`src/verilog/lcdr_defines.svh`:
```
// register offsets, field layouts and reset values of the dimming registers
`ifndef LCDR_DEFINES_SVH
`define LCDR_DEFINES_SVH

`define LCDR_OFS_CH10_DUTY_HIGH    8'h27
`define LCDR_OFS_CH11_CURRENT_CODE 8'h28
`define LCDR_OFS_CH11_DUTY_LOW     8'h29
`define LCDR_OFS_CH11_DUTY_HIGH    8'h2a
`define LCDR_OFS_CH12_CURRENT_CODE 8'h2b
`define LCDR_OFS_CH12_DUTY_LOW     8'h2c
`define LCDR_OFS_CH12_DUTY_HIGH    8'h2d
`define LCDR_OFS_CH13_CURRENT_CODE 8'h2e
`define LCDR_OFS_CH13_DUTY_LOW     8'h2f
`define LCDR_OFS_CH13_DUTY_HIGH    8'h30

`define LCDR_FIRST_CH              2'h1
`define LCDR_CH_COUNT              3
`define LCDR_REG_STRIDE            8'h03
`define LCDR_SLOT_CODE             2'h0
`define LCDR_SLOT_LOW              2'h1
`define LCDR_SLOT_HIGH             2'h2

`define LCDR_CODE_MSB              5
`define LCDR_LOW_MSB               3
`define LCDR_CODE_FULL             6'h3f
`define LCDR_RST_CODE              6'h3f
`define LCDR_RST_LOW               4'hf
`define LCDR_RST_HIGH              8'hff
`define LCDR_RST_DUTY              12'hfff
`define LCDR_RDATA_IDLE            8'h00

`endif

```
`src/verilog/lcdr_pkg.sv`:
```
// types shared by the dimming register block
`default_nettype none
package lcdr_pkg;
	typedef logic [7:0]  lcdr_byte_t;
	typedef logic [5:0]  lcdr_code_t;
	typedef logic [3:0]  lcdr_nib_t;
	typedef logic [11:0] lcdr_duty_t;
	typedef enum logic [1:0]
	{
		LCDR_ACC_IDLE,
		LCDR_ACC_WRITE,
		LCDR_ACC_READ
	} lcdr_acc_e;
endpackage
`default_nettype wire

```
`src/verilog/lcdr_chan_if.sv`:
```
// per-channel write strobes carried from the decoder to the channel stores
`timescale 1ns/1ps
`default_nettype none
interface lcdr_chan_if;
	import lcdr_pkg::*;
	logic       wr_code;
	logic       wr_low;
	logic       wr_high;
	lcdr_byte_t wdata;
	modport dec (output wr_code, output wr_low, output wr_high, output wdata);
	modport chan (input wr_code, input wr_low, input wr_high, input wdata);
endinterface
`default_nettype wire

```
`src/verilog/lcdr_chan.sv`:
```
// one channel store: current code, pending low nibble, applied duty
`timescale 1ns/1ps
`default_nettype none
`include "lcdr_defines.svh"
module lcdr_chan
	import lcdr_pkg::*;
(
	input  wire logic  i_clock,
	input  wire logic  i_srst,
	lcdr_chan_if.chan  bus,
	output logic [5:0] o_code,
	output logic [3:0] o_low,
	output logic [7:0] o_high,
	output logic [11:0] o_duty
);
	lcdr_code_t code_ff;
	lcdr_code_t nxt_code;
	lcdr_nib_t  low_ff;
	lcdr_nib_t  nxt_low;
	lcdr_byte_t high_ff;
	lcdr_byte_t nxt_high;
	lcdr_duty_t duty_ff;
	lcdr_duty_t nxt_duty;

	always_comb
	begin
		nxt_code = code_ff;
		nxt_low  = low_ff;
		nxt_high = high_ff;
		nxt_duty = duty_ff;
		if (bus.wr_code)
			nxt_code = bus.wdata[`LCDR_CODE_MSB:0];
		if (bus.wr_low)
			nxt_low = bus.wdata[`LCDR_LOW_MSB:0];
		if (bus.wr_high)
		begin
			nxt_high = bus.wdata;
			// pending nibble joins the new high byte in the same edge
			nxt_duty = {bus.wdata, low_ff};
		end
	end

	always_ff @(posedge i_clock)
	begin
		if (i_srst)
		begin
			code_ff <= `LCDR_RST_CODE;
			low_ff  <= `LCDR_RST_LOW;
			high_ff <= `LCDR_RST_HIGH;
			duty_ff <= `LCDR_RST_DUTY;
		end
		else
		begin
			code_ff <= nxt_code;
			low_ff  <= nxt_low;
			high_ff <= nxt_high;
			duty_ff <= nxt_duty;
		end
	end

	assign o_code = code_ff;
	assign o_low  = low_ff;
	assign o_high = high_ff;
	assign o_duty = duty_ff;
endmodule
`default_nettype wire

```
`src/verilog/lcdr_ch10_high.sv`:
```
// channel 10 high duty byte: only its upper part lives in this block
`timescale 1ns/1ps
`default_nettype none
`include "lcdr_defines.svh"
module lcdr_ch10_high
	import lcdr_pkg::*;
(
	input  wire logic       i_clock,
	input  wire logic       i_srst,
	input  wire logic       i_wr,
	input  wire logic [7:0] i_wdata,
	input  wire logic [3:0] i_low,
	output logic [7:0]      o_high,
	output logic            o_apply,
	output logic [11:0]     o_duty
);
	lcdr_byte_t high_ff;
	lcdr_byte_t nxt_high;
	logic       apply_ff;
	logic       nxt_apply;
	lcdr_duty_t duty_ff;
	lcdr_duty_t nxt_duty;

	always_comb
	begin
		nxt_high  = high_ff;
		nxt_duty  = duty_ff;
		nxt_apply = 1'b0;
		if (i_wr)
		begin
			nxt_high  = i_wdata;
			nxt_duty  = {i_wdata, i_low};
			nxt_apply = 1'b1;
		end
	end

	always_ff @(posedge i_clock)
	begin
		if (i_srst)
		begin
			high_ff  <= `LCDR_RST_HIGH;
			duty_ff  <= `LCDR_RST_DUTY;
			apply_ff <= 1'b0;
		end
		else
		begin
			high_ff  <= nxt_high;
			duty_ff  <= nxt_duty;
			apply_ff <= nxt_apply;
		end
	end

	assign o_high  = high_ff;
	assign o_apply = apply_ff;
	assign o_duty  = duty_ff;
endmodule
`default_nettype wire

```
`src/verilog/lcdr_top.sv`:
```
// dimming setting registers for LED channels 10 (high byte) to 13
`timescale 1ns/1ps
`default_nettype none
`include "lcdr_defines.svh"

// Overview of operation
// - six-bit current code, current scales code over 63
// - duty is low nibble plus high byte
// - duty applies only on high byte write
// - three consecutive addresses per channel for 11 to 13, code first; channel 10 has its high byte only
// - reset to all ones, reserved bits read zero
module lcdr_top
	import lcdr_pkg::*;
(
	input  wire logic        i_clock,
	input  wire logic        i_srst,
	input  wire logic        i_wr_en,
	input  wire logic        i_rd_en,
	input  wire logic [7:0]  i_addr,
	input  wire logic [7:0]  i_wdata,
	input  wire logic [3:0]  i_ch10_low,
	output logic [7:0]       o_rdata,
	output logic             o_rvalid,
	output logic [11:0]      o_ch10_duty_field,
	output logic [5:0]       o_ch11_current_code_field,
	output logic [11:0]      o_ch11_duty_field,
	output logic [5:0]       o_ch12_current_code_field,
	output logic [11:0]      o_ch12_duty_field,
	output logic [5:0]       o_ch13_current_code_field,
	output logic [11:0]      o_ch13_duty_field,
	output logic [3:0]       o_duty_apply
);
	// ---------------------------------------------------------------
	// address decode
	// ---------------------------------------------------------------
	// maps an address to its channel index (0..2 for ch11..13) and slot
	function automatic logic [3:0] lcdr_decode(input logic [7:0] addr);
		logic [7:0] rel;
		logic [1:0] ch;
		logic [1:0] slot;
		logic       hit;
		rel  = addr - `LCDR_OFS_CH11_CURRENT_CODE;
		hit  = (addr >= `LCDR_OFS_CH11_CURRENT_CODE) && (addr <= `LCDR_OFS_CH13_DUTY_HIGH);
		ch   = 2'(rel / `LCDR_REG_STRIDE);
		slot = 2'(rel % `LCDR_REG_STRIDE);
		return hit ? {ch, slot} : 4'hf;
	endfunction

	logic [3:0] dec;
	logic       hit_ch10;
	assign dec      = lcdr_decode(i_addr);
	assign hit_ch10 = (i_addr == `LCDR_OFS_CH10_DUTY_HIGH);

	lcdr_chan_if cif [`LCDR_CH_COUNT] ();

	logic [5:0]  code_q [`LCDR_CH_COUNT];
	logic [3:0]  low_q  [`LCDR_CH_COUNT];
	logic [7:0]  high_q [`LCDR_CH_COUNT];
	logic [11:0] duty_q [`LCDR_CH_COUNT];
	logic [`LCDR_CH_COUNT-1:0] apply_q;
	logic [7:0]  ch10_high;
	logic        ch10_apply;

	// ---------------------------------------------------------------
	// channel stores
	// ---------------------------------------------------------------
	genvar g;
	generate
		for (g = 0; g < `LCDR_CH_COUNT; g++)
		begin : g_ch
			// single-byte writes: one strobe per accepted transfer
			assign cif[g].wr_code = i_wr_en && (dec == {2'(g), `LCDR_SLOT_CODE});
			assign cif[g].wr_low  = i_wr_en && (dec == {2'(g), `LCDR_SLOT_LOW});
			assign cif[g].wr_high = i_wr_en && (dec == {2'(g), `LCDR_SLOT_HIGH});
			assign cif[g].wdata   = i_wdata;

			lcdr_chan u_chan
			(
				.i_clock (i_clock),
				.i_srst  (i_srst),
				.bus     (cif[g]),
				.o_code  (code_q[g]),
				.o_low   (low_q[g]),
				.o_high  (high_q[g]),
				.o_duty  (duty_q[g])
			);
		end
	endgenerate

	// low nibble of channel 10 is held outside; it is merged on the high write
	lcdr_ch10_high u_ch10
	(
		.i_clock (i_clock),
		.i_srst  (i_srst),
		.i_wr    (i_wr_en && hit_ch10),
		.i_wdata (i_wdata),
		.i_low   (i_ch10_low),
		.o_high  (ch10_high),
		.o_apply (ch10_apply),
		.o_duty  (o_ch10_duty_field)
	);

	// ---------------------------------------------------------------
	// apply pulses
	// ---------------------------------------------------------------
	logic [`LCDR_CH_COUNT-1:0] apply_ff;
	logic [`LCDR_CH_COUNT-1:0] nxt_apply;

	always_comb
	begin
		for (int k = 0; k < `LCDR_CH_COUNT; k++)
			nxt_apply[k] = cif[0].wr_high && (k == 0) ||
			               cif[1].wr_high && (k == 1) ||
			               cif[2].wr_high && (k == 2);
	end

	always_ff @(posedge i_clock)
	begin
		if (i_srst)
			apply_ff <= '0;
		else
			apply_ff <= nxt_apply;
	end

	assign apply_q      = apply_ff;
	assign o_duty_apply = {apply_q, ch10_apply};

	// ---------------------------------------------------------------
	// read path
	// ---------------------------------------------------------------
	lcdr_byte_t rdata_ff;
	lcdr_byte_t nxt_rdata;
	logic       rvalid_ff;
	logic       nxt_rvalid;

	always_comb
	begin
		nxt_rdata  = `LCDR_RDATA_IDLE;
		nxt_rvalid = i_rd_en;
		if (i_rd_en)
		begin
			if (hit_ch10)
				nxt_rdata = ch10_high;
			else if (dec != 4'hf)
			begin
				case (dec[1:0])
					`LCDR_SLOT_CODE: nxt_rdata = {2'b00, code_q[dec[3:2]]};
					`LCDR_SLOT_LOW:  nxt_rdata = {4'h0, low_q[dec[3:2]]};
					`LCDR_SLOT_HIGH: nxt_rdata = high_q[dec[3:2]];
					default:         nxt_rdata = `LCDR_RDATA_IDLE;
				endcase
			end
		end
	end

	always_ff @(posedge i_clock)
	begin
		if (i_srst)
		begin
			rdata_ff  <= `LCDR_RDATA_IDLE;
			rvalid_ff <= 1'b0;
		end
		else
		begin
			rdata_ff  <= nxt_rdata;
			rvalid_ff <= nxt_rvalid;
		end
	end

	assign o_rdata  = rdata_ff;
	assign o_rvalid = rvalid_ff;

	// current = code / 63 * full-scale; the analog stage does the scaling
	assign o_ch11_current_code_field = code_q[0];
	assign o_ch12_current_code_field = code_q[1];
	assign o_ch13_current_code_field = code_q[2];
	assign o_ch11_duty_field         = duty_q[0];
	assign o_ch12_duty_field         = duty_q[1];
	assign o_ch13_duty_field         = duty_q[2];
endmodule
`default_nettype wire

```
`config.mk`:
```
export PLATFORM = sky130hd
export DESIGN_NAME = lcdr_top
export DESIGN_NICKNAME = d
export VERILOG_FILES = /design/src/verilog/lcdr_pkg.sv /design/src/verilog/lcdr_chan_if.sv /design/src/verilog/lcdr_chan.sv /design/src/verilog/lcdr_ch10_high.sv /design/src/verilog/lcdr_top.sv
export VERILOG_INCLUDE_DIRS = /design/src /design/src/verilog
export SDC_FILE = /design/constraint.sdc
export NUM_CORES = 1
export LEC_CHECK = 0
export BUFFER_PORTS_ARGS = -buffer_cell sky130_fd_sc_hd__buf_2
export CELL_PAD_IN_SITES_DETAIL_PLACEMENT = 2
export CELL_PAD_IN_SITES_GLOBAL_PLACEMENT = 2
export CORE_MARGIN = 8
export CORE_UTILIZATION = 35
export CTS_CLUSTER_DIAMETER = 80
export DETAILED_ROUTE_END_ITERATION = 10
export GPL_ROUTABILITY_DRIVEN = 0
export HOLD_SLACK_MARGIN = 0.06
export PLACE_DENSITY_LB_ADDON = 0.1
export SYNTH_ARGS = -nofsm -noshare
export SYNTH_HDL_FRONTEND = slang
export SYNTH_SLANG_ARGS = --single-unit
export TNS_END_PERCENT = 20
```
`constraint.sdc`:
```
create_clock -name i_clock -period 12.69 [get_ports i_clock]
set_input_delay 0 -clock i_clock [delete_from_list [all_inputs] [get_ports i_clock]]
set_output_delay 0 -clock i_clock [all_outputs]
set_load 0.01 [all_outputs]
```
# After elaboration in Yosys (flattened, before gate mapping)
# Index checks and enable logic that the tools add are counted.
# word_totals
output_inout_bits	79
inputBits	24
word_cells	66
register_bits	123
# op_classes
div_mod_pow	2
reduce_logical	14
n_mux	14
eq_ne	12
add_sub_neg	1
n_bitwise	2
magnitude_cmp	3
# op_table
operator	n
8-bit 2-to-1 mux	4
8-bit one-hot mux with 3 select lines	1
8-bit binary-select mux with 2-bit select	1
6-bit binary-select mux with 2-bit select	1
4-bit by 3-bit == test with 1-bit output, second input constant	3
4-bit == test, second input constant	3
4-bit 2-to-1 mux	3
6-bit 2-to-1 mux	2
1-bit logical AND	11
4-bit binary-select mux with 2-bit select	1
8-bit by 2-bit divider with 8-bit output, second input constant	1
8-bit by 6-bit == test with 1-bit output, second input constant	1
8-bit by 6-bit >= comparator with 1-bit output, second input constant	1
8-bit by 6-bit <= comparator with 1-bit output, second input constant	1
8-bit by 2-bit modulo with 8-bit output, second input constant	1
8-bit by 6-bit subtractor with 8-bit output, second input constant	1
4-bit by 1-bit == test with 1-bit output, second input constant	1
4-bit by 2-bit == test with 1-bit output, second input constant	1
4-bit zero test	1
4-bit inequality test, second input constant	1
3-bit >= comparator, second input constant	1
2-bit inverter with 3-bit output	1
2-bit by 1-bit == test with 1-bit output, second input constant	1
2-bit == test, second input constant	1
4 further kinds	4

# Longest topological paths before layout
# logic_depth
ltp_word	10
depth_mapped	22
depth_no_buf	18

# Modules after synthesis
# A second synthesis with hierarchy kept.
# unflattened
cells_unflattened	506
hier_area_um2	4812.1
# modules_own_cells
module	instances	seq_area_each_um2	area_each_um2	cells_per_inst
lcdr_chan	3	440.4	878.3	79
lcdr_top	1	240.2	1625.3	220
lcdr_ch10_high	1	260.2	551.8	49

# Worst setup path before layout
# No wires, ideal clock.
# synth_path
path_kind	input to register
from	input port i_addr[3]
to	register g_ch[1].u_chan.duty_ff[10]
setup_ns	0.129
slack_ns	8.341
n_path_buf	4
arrival_time_ns	4.219
t_required_ns	12.561
stages	22
cell_sequence	clkinv_1 ha_1 and3_1 or3_1 buf_2 o211ai_2 nand3b_2 o31a_1 ha_1 a211o_1 or2_1 o311ai_4 ha_1 a21oi_1 o31ai_2 nor2_1 buf_2 or3_1 buf_2 buf_6 mux2i_1 nand2_1
# synth_between
elab_chain_len	5
word_cells_on_any_way	9
cone_classes	add/sub: 1; div: 2; order compare: 2; eq/ne: 1; mux: 1; reduce/logical: 2
# synth_rtl
element	line	text
start: declaration	lcdr_top.sv:19	input wire logic [7:0] i_addr,
8-bit by 6-bit subtractor with 8-bit output (no line), or another cell as far along	n/a	
8-bit by 2-bit modulo with 8-bit output (no line), or another cell as far along	n/a	
4-bit 2-to-1 mux (*)	lcdr_top.sv:46	return hit ? {ch, slot} : 4'hf;
4-bit by 3-bit == test with 1-bit output (*)	lcdr_top.sv:74	assign cif[g].wr_high = i_wr_en && (dec == {2'(g), `LCDR_SLOT_HIGH});
1-bit logical AND (*)	lcdr_top.sv:74	
end signal: assignment	lcdr_chan.sv:50	duty_ff <= `LCDR_RST_DUTY;
end signal: assignment	lcdr_chan.sv:57	duty_ff <= nxt_duty;
end: declaration	lcdr_chan.sv:22	lcdr_duty_t duty_ff;
# Mark *: on every way between the ends. The rest lies on a longest branch, timed or not.
# A chain may end at the register's enable or synchronous reset.

# Final worst setup path
# layout_path
from	input port i_addr[3]
to	register g_ch[2].u_chan.duty_ff[0]
# layout_between
elab_chain_len	5
word_cells_on_any_way	9
cone_classes	add/sub: 1; div: 2; order compare: 2; eq/ne: 1; mux: 1; reduce/logical: 2
# layout_rtl
element	line
8-bit by 6-bit subtractor with 8-bit output (no line), or another cell as far along	n/a
8-bit by 2-bit modulo with 8-bit output (no line), or another cell as far along	n/a
4-bit 2-to-1 mux (*)	lcdr_top.sv:46
4-bit == test (*)	lcdr_top.sv:74
1-bit logical AND (*)	lcdr_top.sv:74
end signal: assignment	lcdr_chan.sv:50
end signal: assignment	lcdr_chan.sv:57
end: declaration	lcdr_chan.sv:22
# Marked as above.

==> run metrics <==
initial antenna violation count=0; Final Slew Violations=0; syn nets=between 500 and 600; crit-path cells=buf_2 > clkinv_1 > ha_1 > nand3b_1 > a21o_1 > a21oi_1 > a211oi_1 > o31a_1 > ha_1 > a211o_1 > nand2_1 > o311ai_4 > ha_1 > a21oi_1 > o31ai_2 > or2_1 > nor4b_4 > and2_1 > o21ai_1; Leakage=roughly 2.5 nW; Syn Inst Count=554; Critical Path AT=~6 ns; worst-case clock skew=about 0.0060 ns; top-count cell post-synth=nand2_1; via count=4,514; Switch Pwr=0.198 mW; worst-path fanout max=23; clock root buffer master=clkbuf_16; Synth area leaders=dfxtp_1 39%, mux2i_1 13%, nand2_1 8.5%; P_int=0.487 mW; global-route usage over all layers=0.204; R2R setup slack=between 10 and 15 ns; H-tree lvl count=3; Tmin final=~5.8 ns; Crit. End Element=register; total grt overflow=0; Slowest-stage cell, CP=nor4b_4; Port Buf Inserts=roughly 100; Seq/Total Area, Yosys=0.385; clock-pin slew on the worst setup and hold paths=around 0.06 ns; placeable core area=0.0132 mm^2; Synth Flop Type=dfxtp_1; Post-CTS Setup Bufs=0; DP HPWL=13.1 mm; nets=between 600 and 700; Top Family by Delay on Critical Path=compound AO/OA/AOI/OAI gates; Initial Utilization=0.357; Yosys top cell by area=dfxtp_1; switching part of the total power=0.289; max_cap viols=0; Row Count=42; type of element launching the critical path=input port; final hold viol count=0; Setup CP Type=in -> reg; Combinational Power Share=0.188; vias in the first global route=approximately 4,900; largest net degree at the start of global routing=80; clock sinks=91; n_diodes=0; HP Class=in -> reg; CP dominant cell by count=ha_1; DR DRC count=0; Clock Power Share=0.394; warning count from the yosys run=0; slowest cell delay on critical path=between 0.9 and 1 ns; number of synthesized flops with an enable pin=0; fillers=~1,500; Avg Inst Size Synth=between 8 and 9 um^2; Distinct cells, synth=69; Die Ht=132 um; final core occ=0.431; Slew HR=0.299; share of the synthesized area in the top cell type=0.385; DR pass1 iterations=4; drt total wl=between 15 and 20 mm; clock buffer depth=2; sequential power share=0.418; total negative setup slack=0 ns; Final Setup Violations=0; CP bufs+invs=2; Vias per Instance=roughly 5.5; ys async rst share=0; Cell Pwr Density=120 mW/mm^2; Worst Tran Pin Value=between 1 and 1.5 ns; status=complete, no violations; total CTS buffers=9; post-synthesis sequential element count=between 90 and 100; RSZ-0062 raised after global routing=no; share of post-route cells with drive strength above 1=0.219; worst-skew pair later-pin latency=about 0.35 ns; Antenna Nets Post-Route=0; # IOs=between 100 and 150; post-detailed-route wirelength per cell=around 22 um; Peak Freq=around 170 MHz; Synth Cell Area=roughly 0.0047 mm^2; CP required=12.87 ns; Layout Area Growth over Synthesis=20.9%; DRT iter0 DRCs=~200; VDD IR max=between 0.05 and 0.06 mV; most instantiated cells after synthesis=107 x nand2_1, 91 x dfxtp_1, 61 x mux2i_1; TritonCTS clock tree=built; total die area=~0.017 mm^2; Die Span X=~130 um; Final Cycle Share=0.457; first-pass GRT wire length=28.0 mm
[kinds of logic after synthesis]
logic type / Yosys count / share of synthesized area
compound gates: 97 / 0.156
flops: 91 / 0.385
simple gates: 236 / 0.252
mux: 63 / 0.134
xor+xnor: 4 / 0.00741
buf+inv: 59 / 0.0545
fa+ha+maj: 4 / 0.0106
[layout by cell type (no fill, tap or decap), drive strengths merged, types with 7 or more instances in the layout]
cell type | synthesis | routed
nand3 | 23 | 23
nor2b | 9 | 9
inv | 17 | 17
buf | 16 | 106
a31oi | 7 | 7
dlygate4sd3 | 0 | 12
a21oi | 10 | 10
clkbuf | 25 | 12
nor2 | 33 | 33
o211ai | 14 | 14
nor3 | 8 | 8
o31ai | 11 | 11
mux2i | 61 | 61
nand4 | 8 | 8
nand2b | 8 | 8
o21ai | 21 | 21
nand2 | 108 | 108
dfxtp | 91 | 91
nor4 | 7 | 7
and3 | 7 | 7
[flip-flops by register name, summed over array words and instances, names as in the netlist]
register and count:
apply_ff 3, g_ch.u_chan.o_code 18, u_ch10.o_high 8, o_rvalid 1
g_ch.u_chan.o_duty 36, u_ch10.o_apply 1, g_ch.u_chan.o_low 12, u_ch10.o_duty 4
o_rdata 8
[stage by stage]
stage | cell area (um^2) | std cells | hold WS (ns) | power (mW) | setup slack [ns]
global placement | 5300 | 795 | 0.210 | 0.413 | 6.88
CTS | 5710 | 823 | 0.0736 | 0.691 | 6.91
detailed placement | 5300 | 795 | 0.221 | 0.416 | 6.58
floorplan | 4730 | 554 | 0.0724 | 0.386 | 8.34
finish | 5710 | 823 | 0.0903 | 0.685 | 6.89
global route | 5710 | 823 | 0.0935 | 0.712 | 6.37
[layer usage]
metal | up-vias | global-route usage | part of all wire
met5 | - | 0 | 0
met4 | 0 | 0.0492 | 0.013
met3 | 17 | 0.0514 | 0.048
met2 | 87 | 0.348 | 0.49
met1 | 2272 | 0.250 | 0.45
li1 | 2138 | - | -
[what timing repair did]
item	CTS	global route
hold buffers	12	0
resized for setup	0	0
endpoints found under the hold margin	30	0
[worst register-to-register path: stages (launching register included)]
cell and delay (ns):
dfxtp_1 0.31, inv_1 0.07, or4_1 0.53, o211ai_1 0.10
a22oi_1 0.13, o22ai_1 0.25
[area by class of cell]
type                       count  area [um^2]  share of cell area
multi-input combinational    404         2650               0.463
sequential                    91         1820               0.319
tap                          176          220              0.0385
inverter                      18         67.6              0.0118
timing repair buffer         118          661               0.116
clock inverter                 4         50.0             0.00876
clock buffer                  12          246              0.0431
[power groups by stage]
stage                     Combinational, mW  Clock (mW)  Sequential (mW)
after CTS                             0.128       0.277            0.286
after global routing                  0.139       0.287            0.286
after detailed placement              0.123           0            0.293
final                                 0.129       0.270            0.286
after floorplan                      0.0930           0            0.293
after global placement                0.120           0            0.293
[worst paths after layout]
path,from,endpoint,depth (start not counted)
min,i_wdata[0],g_ch[2].u_chan.o_low[0],3
max reg2reg,g_ch[2].u_chan.o_low[1],o_rdata[1],5
min reg2reg,g_ch[1].u_chan.o_duty[2],g_ch[1].u_chan.o_duty[2],2
max,i_addr[3],g_ch[2].u_chan.o_duty[0],19
No activity file was read; power rests on OpenSTA's default activity.
